==> config.mk <==
export PLATFORM = sky130hd
export DESIGN_NAME = psl_strap_latch
export DESIGN_NICKNAME = d
export VERILOG_FILES = /design/src/psl_pkg.sv /design/src/psl_capture_bit.sv /design/src/psl_strap_latch.sv
export SDC_FILE = /design/constraint.sdc
export NUM_CORES = 1
export LEC_CHECK = 0
export ABC_AREA = 1
export ABC_CLOCK_PERIOD_IN_PS = 1820
export BUFFER_PORTS_ARGS = -buffer_cell sky130_fd_sc_hd__buf_4
export CELL_PAD_IN_SITES_DETAIL_PLACEMENT = 2
export CELL_PAD_IN_SITES_GLOBAL_PLACEMENT = 2
export CORE_UTILIZATION = 26
export CTS_BUF_LIST = sky130_fd_sc_hd__clkbuf_4
export CTS_CLUSTER_SIZE = 12
export DETAILED_ROUTE_END_ITERATION = 10
export GPL_ROUTABILITY_DRIVEN = 0
export GPL_TIMING_DRIVEN = 0
export PLACE_DENSITY = 0.89
export SLEW_MARGIN = 5
export SYNTH_ARGS = -nofsm -noshare
export SYNTH_HDL_FRONTEND = slang
export SYNTH_HIERARCHICAL = 1
export SYNTH_SLANG_ARGS = --single-unit
==> constraint.sdc <==
create_clock -name clk_sys -period 1.82 [get_ports clk_sys]
set_input_delay 0.364 -clock clk_sys [delete_from_list [all_inputs] [get_ports clk_sys]]
set_output_delay 0.364 -clock clk_sys [all_outputs]
set_load 0.1 [all_outputs]
==> src/psl_pkg.sv <==
// Constants for the strap option latch: reset values and control field positions.
// Assumes a single 25 MHz system clock and a synchronous active-low reset.
package psl_pkg;

	// ==========================================================================
	// Control word field positions
	localparam int unsigned CTRL_DUPLEX_BIT   = 8;
	localparam int unsigned CTRL_ISOLATE_BIT  = 10;
	localparam int unsigned CTRL_AUTONEG_BIT  = 12;
	localparam int unsigned CTRL_SPEED_BIT    = 13;

	// ==========================================================================
	// Advertisement word: 100 full, 100 half, 10 full, 10 half ability bits
	localparam logic [15:0] ADV_100_MASK      = 16'h0180;
	localparam logic [15:0] ADV_10_MASK       = 16'h0060;
	localparam logic [15:0] ADV_SELECTOR      = 16'h0001;

	// ==========================================================================
	// Values after reset, equal to the internal pull defaults
	localparam logic        RST_ISOLATE       = 1'b0;
	localparam logic        RST_SPEED         = 1'b1;
	localparam logic        RST_DUPLEX        = 1'b1;
	localparam logic        RST_AUTONEG       = 1'b1;
	localparam logic        RST_ADDR_UNIQUE   = 1'b0;
	localparam logic        RST_NAND_N        = 1'b1;

endpackage : psl_pkg

==> src/psl_capture_bit.sv <==
// One strap capture flop that loads only on the cycle after reset release.
// Assumes the parent raises the load strobe only during reset and on the first cycle after release.
`timescale 1ns/1ns
module psl_capture_bit #(
	parameter logic RESET_VALUE = 1'b0
) (
	// Clock and reset
	input  wire logic clk_sys,
	input  wire logic reset_n,
	// Capture control
	input  wire logic load,
	input  wire logic pin,
	// Result
	output logic      value_q
);

	// ==========================================================================
	// Capture register
	always_ff @(posedge clk_sys) begin
		if (!reset_n) begin
			value_q <= RESET_VALUE;
		end else if (load) begin
			value_q <= pin;
		end
	end

endmodule : psl_capture_bit

==> src/psl_strap_latch.sv <==
// Strap option latch: samples six strap pins at reset release and drives PHY configuration.
// Assumes strap pins are synchronous to clk_sys and that board or internal pulls set
// undriven pins to their default levels during reset.
`timescale 1ns/1ns

module psl_strap_latch
	import psl_pkg::*;
(
	// Clock and reset
	input  wire logic        clk_sys,
	input  wire logic        reset_n,
	// Strap pins, already resolved with their pulls
	input  wire logic        isolate_strap,
	input  wire logic        speed_strap,
	input  wire logic        duplex_strap,
	input  wire logic        autoneg_enable_strap,
	input  wire logic        addr_zero_unique_strap,
	input  wire logic        nand_tree_strap_n,
	// Software writes to the control word
	input  wire logic        ctrl_wr,
	input  wire logic [15:0] ctrl_wdata,
	// Management address decode
	input  wire logic [4:0]  mgmt_addr,
	input  wire logic [4:0]  own_addr,
	// Configuration outputs
	output logic [15:0]      ctrl_word_q,
	output logic [15:0]      adv_word_q,
	output logic             addr_zero_unique_q,
	output logic             nand_tree_mode_q,
	output logic             addr_match_q,
	output logic             oper_speed_100_q,
	output logic             oper_full_duplex_q
);

	// ==========================================================================
	// Release sequencing: capture on the first edge out of reset, copy the image on the next
	typedef enum logic [1:0] {
		PH_CAPTURE = 2'b00,
		PH_IMAGE   = 2'b01,
		PH_RUN     = 2'b11
	} psl_phase_type;

	psl_phase_type phase_q;
	psl_phase_type phase_d;
	logic          load_now;
	logic          image_now;

	always_comb begin
		phase_d = phase_q;
		case (phase_q)
			PH_CAPTURE: begin
				phase_d = PH_IMAGE;
			end
			PH_IMAGE: begin
				phase_d = PH_RUN;
			end
			PH_RUN: begin
				phase_d = PH_RUN;
			end
			default: begin
				// A stray code settles in run, so the straps are never sampled at an odd time.
				phase_d = PH_RUN;
			end
		endcase
	end

	assign load_now  = (phase_q == PH_CAPTURE);
	assign image_now = (phase_q == PH_IMAGE);

	always_ff @(posedge clk_sys) begin
		if (!reset_n) begin
			phase_q <= PH_CAPTURE;
		end else begin
			phase_q <= phase_d;
		end
	end

	// ==========================================================================
	// Capture flops; nothing reloads them until the next release
	logic iso_cap;
	logic spd_cap;
	logic dup_cap;
	logic an_cap;
	logic uniq_cap;
	logic nand_n_cap;

	psl_capture_bit #(.RESET_VALUE(RST_ISOLATE)) u_iso (
		.clk_sys(clk_sys),
		.reset_n(reset_n),
		.load   (load_now),
		.pin    (isolate_strap),
		.value_q(iso_cap)
	);

	psl_capture_bit #(.RESET_VALUE(RST_SPEED)) u_spd (
		.clk_sys(clk_sys),
		.reset_n(reset_n),
		.load   (load_now),
		.pin    (speed_strap),
		.value_q(spd_cap)
	);

	psl_capture_bit #(.RESET_VALUE(RST_DUPLEX)) u_dup (
		.clk_sys(clk_sys),
		.reset_n(reset_n),
		.load   (load_now),
		.pin    (duplex_strap),
		.value_q(dup_cap)
	);

	psl_capture_bit #(.RESET_VALUE(RST_AUTONEG)) u_an (
		.clk_sys(clk_sys),
		.reset_n(reset_n),
		.load   (load_now),
		.pin    (autoneg_enable_strap),
		.value_q(an_cap)
	);

	psl_capture_bit #(.RESET_VALUE(RST_ADDR_UNIQUE)) u_uniq (
		.clk_sys(clk_sys),
		.reset_n(reset_n),
		.load   (load_now),
		.pin    (addr_zero_unique_strap),
		.value_q(uniq_cap)
	);

	psl_capture_bit #(.RESET_VALUE(RST_NAND_N)) u_nand (
		.clk_sys(clk_sys),
		.reset_n(reset_n),
		.load   (load_now),
		.pin    (nand_tree_strap_n),
		.value_q(nand_n_cap)
	);

	// ==========================================================================
	// Control word: strap image at release, then software owns it
	wire  [15:0] img_speed   = 16'(spd_cap) << CTRL_SPEED_BIT;
	wire  [15:0] img_autoneg = 16'(an_cap)  << CTRL_AUTONEG_BIT;
	wire  [15:0] img_isolate = 16'(iso_cap) << CTRL_ISOLATE_BIT;
	wire  [15:0] img_duplex  = 16'(dup_cap) << CTRL_DUPLEX_BIT;
	wire  [15:0] strap_ctrl  = img_speed | img_autoneg | img_isolate | img_duplex;

	// Captures land one cycle after the strobe, so the image is copied a cycle later.
	logic [15:0] ctrl_word_d;
	wire  [15:0] ctrl_rst = (16'(RST_SPEED)   << CTRL_SPEED_BIT)
	                      | (16'(RST_AUTONEG) << CTRL_AUTONEG_BIT)
	                      | (16'(RST_ISOLATE) << CTRL_ISOLATE_BIT)
	                      | (16'(RST_DUPLEX)  << CTRL_DUPLEX_BIT);

	// A write on the image cycle is lost: the strap image has priority.
	assign ctrl_word_d = image_now ? strap_ctrl :
	                     ctrl_wr   ? ctrl_wdata :
	                                 ctrl_word_q;

	always_ff @(posedge clk_sys) begin
		if (!reset_n) begin
			ctrl_word_q <= ctrl_rst;
		end else begin
			ctrl_word_q <= ctrl_word_d;
		end
	end

	// ==========================================================================
	// Advertisement, operating mode and address decode
	wire [15:0] adv_rst   = ADV_SELECTOR | ADV_10_MASK | (RST_SPEED ? ADV_100_MASK : 16'h0000);
	wire [15:0] adv_100   = spd_cap ? ADV_100_MASK : 16'h0000;
	wire [15:0] adv_d     = ADV_SELECTOR | ADV_10_MASK | adv_100;
	wire        an_on     = ctrl_word_q[CTRL_AUTONEG_BIT];
	// With autonegotiation on, the best advertised mode is shown until a partner result exists.
	wire        spd_d     = an_on ? spd_cap : ctrl_word_q[CTRL_SPEED_BIT];
	wire        fdx_d     = an_on ? 1'b1 : ~ctrl_word_q[CTRL_DUPLEX_BIT];
	wire        zero_hit  = (mgmt_addr == 5'h00) & ~uniq_cap;
	wire        match_d   = (mgmt_addr == own_addr) | zero_hit;

	// Strap images follow only the capture flops, never the pins.
	always_ff @(posedge clk_sys) begin
		if (!reset_n) begin
			adv_word_q         <= adv_rst;
			addr_zero_unique_q <= RST_ADDR_UNIQUE;
			nand_tree_mode_q   <= ~RST_NAND_N;
		end else begin
			adv_word_q         <= adv_d;
			addr_zero_unique_q <= uniq_cap;
			nand_tree_mode_q   <= ~nand_n_cap;
		end
	end

	// Address decode, one cycle behind the management address.
	always_ff @(posedge clk_sys) begin
		if (!reset_n) begin
			addr_match_q <= 1'b0;
		end else begin
			addr_match_q <= match_d;
		end
	end

	// Operating mode follows the control word one cycle later.
	always_ff @(posedge clk_sys) begin
		if (!reset_n) begin
			oper_speed_100_q   <= RST_SPEED;
			oper_full_duplex_q <= ~RST_DUPLEX;
		end else begin
			oper_speed_100_q   <= spd_d;
			oper_full_duplex_q <= fdx_d;
		end
	end

endmodule : psl_strap_latch

==> impl_metrics.py <==
metrics = {
    "timing": {
        "slew_viol_final": 0,
        "tightest_slew_ns": 0.790,
        "setup_viol": 0,
        "finClkSkew_ns": 0.00953,
        "max-slew-margin-rel": 0.471,
        "min_period_ns": 1.48,
        "rsz0062_at_grt": "no",
        "final_hold_viol_count": 0,
        "post-route-period-util": 0.814,
        "whs_ns": 0.238,
        "tns_ns": 0,
        "timing.fmax_ghz": 0.675,
    },
    "grt": {
        "top_usage_layer": "met2",
        "antenna_found_initial": 0,
        "met2_usage": 0.278,
        "use_met1": 0.164,
        "grt_util_all_layers": 0.154,
        "gr-total-overflow": 0,
        "grt_pass1_wl_um": 6290,
        "met3_usage": 0.0576,
        "grt_pass1_vias": 1364,
        "grt_max_degree": 14,
    },
    "synthesis": {
        "synth_compound_area_frac": 0.0947,
        "syn-mean-instance-area_um2": 7.93,
        "ys.warnings.count": 6,
        "synth_cells": 175,
        "yosys.area_share.simple": 0.281,
        "ys_seq_area_frac": 0.433,
        "synth_area_leaders": "dfxtp_1 (43%), nand2_1 (14%), buf_4 (8.1%)",
        "synth-xor-area-share": 0.00631,
        "ys_ff_latch": 30,
        "synth_top_family_by_area": "simple AND/OR/NAND/NOR gates",
        "netlist_area_um2": 1390,
        "synth_top_cell_by_area": "dfxtp_1",
        "yosys-mux-area-fraction": 0,
        "netlist.area_leader.share": 0.433,
        "synth_fa_ha_area_frac": 0,
        "yosysUniqueCellTypes": 22,
    },
    "cts": {
        "clock-sinks": 30,
        "cts.path.max_buffers": 2,
        "post-cts-setup-buffers": 0,
        "cts_resized": 0,
        "clk_pin_slew_ns": 0.09,
        "cts_tree": "built",
        "cts-buffers-inserted": 5,
        "h-tree-depth": 2,
        "cts.hold.buffers_added": 0,
        "clock_latency_ns": 0.33,
        "ctsRootBufferMaster": "clkbuf_4",
    },
    "setup_path": {
        "crit_type": "reg2out",
        "critPathMaxStageDelay_ns": 0.38,
        "cp_num_buf_inv": 2,
        "endpoint_kind": "primary output",
        "crit_path_top_delay_cell": "dfxtp_1",
        "crit_arrival_ns": 1.12,
        "crit_required_ns": 1.46,
        "cpMostUsedCell": "buf_4",
        "start_kind": "register",
        "cp_cell_sequence": "buf_4 > buf_4",
        "cp_max_fo": 2,
        "critPathTopFamily": "buffers and inverters",
    },
    "route": {
        "first_pass_iters": 2,
        "routed_via_density": 4.16,
        "post_drt_wl_per_cell_um": 12.4,
        "drt_wl_total_um": 3990,
        "drt_iter0_markers": 22,
        "drc": 0,
        "ant_nets": 0,
        "vias": 1334,
    },
    "floorplanning": {
        "die-area_um2": 5630,
        "initial_core_util": 0.272,
        "ios": 72,
        "die_x_um": 75.1,
        "fp.dieH_um": 75.1,
        "fp-row-count": 26,
        "fp.coreArea_um2": 5110,
    },
    "power_and_ir_drop": {
        "power_per_cell_area_nw_per_um2": 864,
        "power_switching_uw": 708,
        "intPower_uw": 1010,
        "leakagePower_uw": 0.00102,
        "finalPower_uw": 1720,
        "ir_worst_vdd_mv": 0.282,
        "seqPwrFrac": 0.419,
        "power.share.switching": 0.411,
        "combPwrFrac": 0.355,
        "p_clk_frac": 0.225,
    },
    "place": {
        "port_buffers": 56,
        "dp_hpwl_um": 3200,
    },
    "finish": {
        "antenna_cells": 0,
        "seqCellArea_um2": 601,
        "area_growth_pct": 43.7,
        "filler_cell_count": 622,
        "nets": 285,
        "multi_input_comb_area_um2": 583,
        "drive_gt1_frac": 0.438,
    },
    "run_status": {
        "status": "complete, no violations",
    },
    "run": {
        "maxCapViolations": 0,
    },
    "hold_path": {
        "min_path_type": "in2reg",
    },
}
[cells by family after synthesis]
| kind of cell | count (synthesis) |
|---|---|
| flops | 30 |
| buf+inv | 40 |
| other cells | 2 |
| compound gates | 17 |
| simple gates | 85 |
| xor+xnor | 1 |
[sequential cells by signal, summed over array words and instances (netlist names)]
name                cells
addr_match_q            1
addr_zero_unique_q      1
adv_word_q              1
ctrl_word_q            16
nand_tree_mode_q        1
oper_full_duplex_q      1
oper_speed_100_q        1
phase_q                 2
u_an/value_q            1
u_dup/value_q           1
u_iso/value_q           1
u_nand/value_q          1
u_spd/value_q           1
u_uniq/value_q          1
[worst paths after layout]
check | from | endpoint | slack [ns] | depth (start not counted)
worst min register to register | u_nand/value_q | nand_tree_mode_q | 0.46 | 1
worst max-delay path | adv_word_q[7] | adv_word_q[8] | 0.34 | 2
worst min-delay path | reset_n | phase_q[0] | 0.24 | 1
worst max register to register | phase_q[0] | u_dup/value_q | 0.47 | 4
[layout by cell type (no fill, tap or decap)]
cell type | netlist | routed
nand3_1 | 5 | 5
buf_6 | 5 | 5
buf_4 | 15 | 71
clkbuf_4 | 0 | 6
a21oi_1 | 3 | 3
nor2_1 | 11 | 11
a31oi_1 | 1 | 1
o21ai_0 | 1 | 1
nand3_2 | 4 | 4
a21oi_2 | 11 | 11
nand2_4 | 2 | 2
dfxtp_1 | 30 | 30
clkinv_1 | 0 | 1
nor2_2 | 2 | 2
xnor2_1 | 1 | 1
nand2_2 | 4 | 4
or2_2 | 1 | 1
clkinv_2 | 0 | 1
o2111ai_1 | 1 | 1
inv_1 | 17 | 17
inv_2 | 2 | 2
inv_6 | 1 | 1
nand2_1 | 53 | 53
nand4_1 | 3 | 3
conb_1 | 2 | 14
[metrics by stage]
stage	util	setup slack (ns)	instance area, um^2	cells
final	0.390	0.339	1990	321
after global routing	0.390	0.288	1990	321
after CTS	0.390	0.312	1990	321
after detailed placement	0.380	0.475	1940	313
after global placement	0.380	0.479	1940	313
after floorplan	-	0.0998	1430	187
[power groups by stage]
stage	registers, uW	logic [uW]	clock network (uW)
2_1_floorplan	929	279	0
3_3_place_gp	736	604	0
3_5_place_dp	738	615	0
4_1_cts	724	617	410
5_1_grt	728	646	443
6_report	722	612	388
[routing by layer]
metal	vias to the layer above	routed length, um	share of wire
met3	4	304	0.076
met1	624	1570	0.39
met2	47	2070	0.52
met4	0	46	0.012
met5	-	0	0
li1	659	-	-
[synth_stat cells]
| library cell | number |
|---|---|
| inv_6 | 1 |
| or2_2 | 1 |
| nand2_4 | 2 |
| conb_1 | 2 |
| o21ai_0 | 1 |
| a31oi_1 | 1 |
| nand3_1 | 5 |
| buf_4 | 15 |
| inv_1 | 17 |
| nand3_2 | 4 |
| nand4_1 | 3 |
| dfxtp_1 | 30 |
| a21oi_1 | 3 |
| inv_2 | 2 |
| nand2_1 | 53 |
| buf_6 | 5 |
| nand2_2 | 4 |
| nor2_1 | 11 |
| xnor2_1 | 1 |
| o2111ai_1 | 1 |
| a21oi_2 | 11 |
| nor2_2 | 2 |
[cell type report]
cell class              count  area share
clock buffers               6      0.0226
well taps                  70      0.0439
flip-flops and latches     30       0.301
plain buffers              20      0.0847
inverters                  20      0.0402
clock inverters             2     0.00439
multi-input cells         117       0.292
repair buffers             56       0.211
[worst register-to-register path, delay by kind of cell (launching register included)]
kind                   cells  cell delay (ns)
DFF                        1             0.34
and+or+nand+nor            3             0.77
buffers and inverters      1             0.13
No activity file was read; power rests on OpenSTA's default activity.
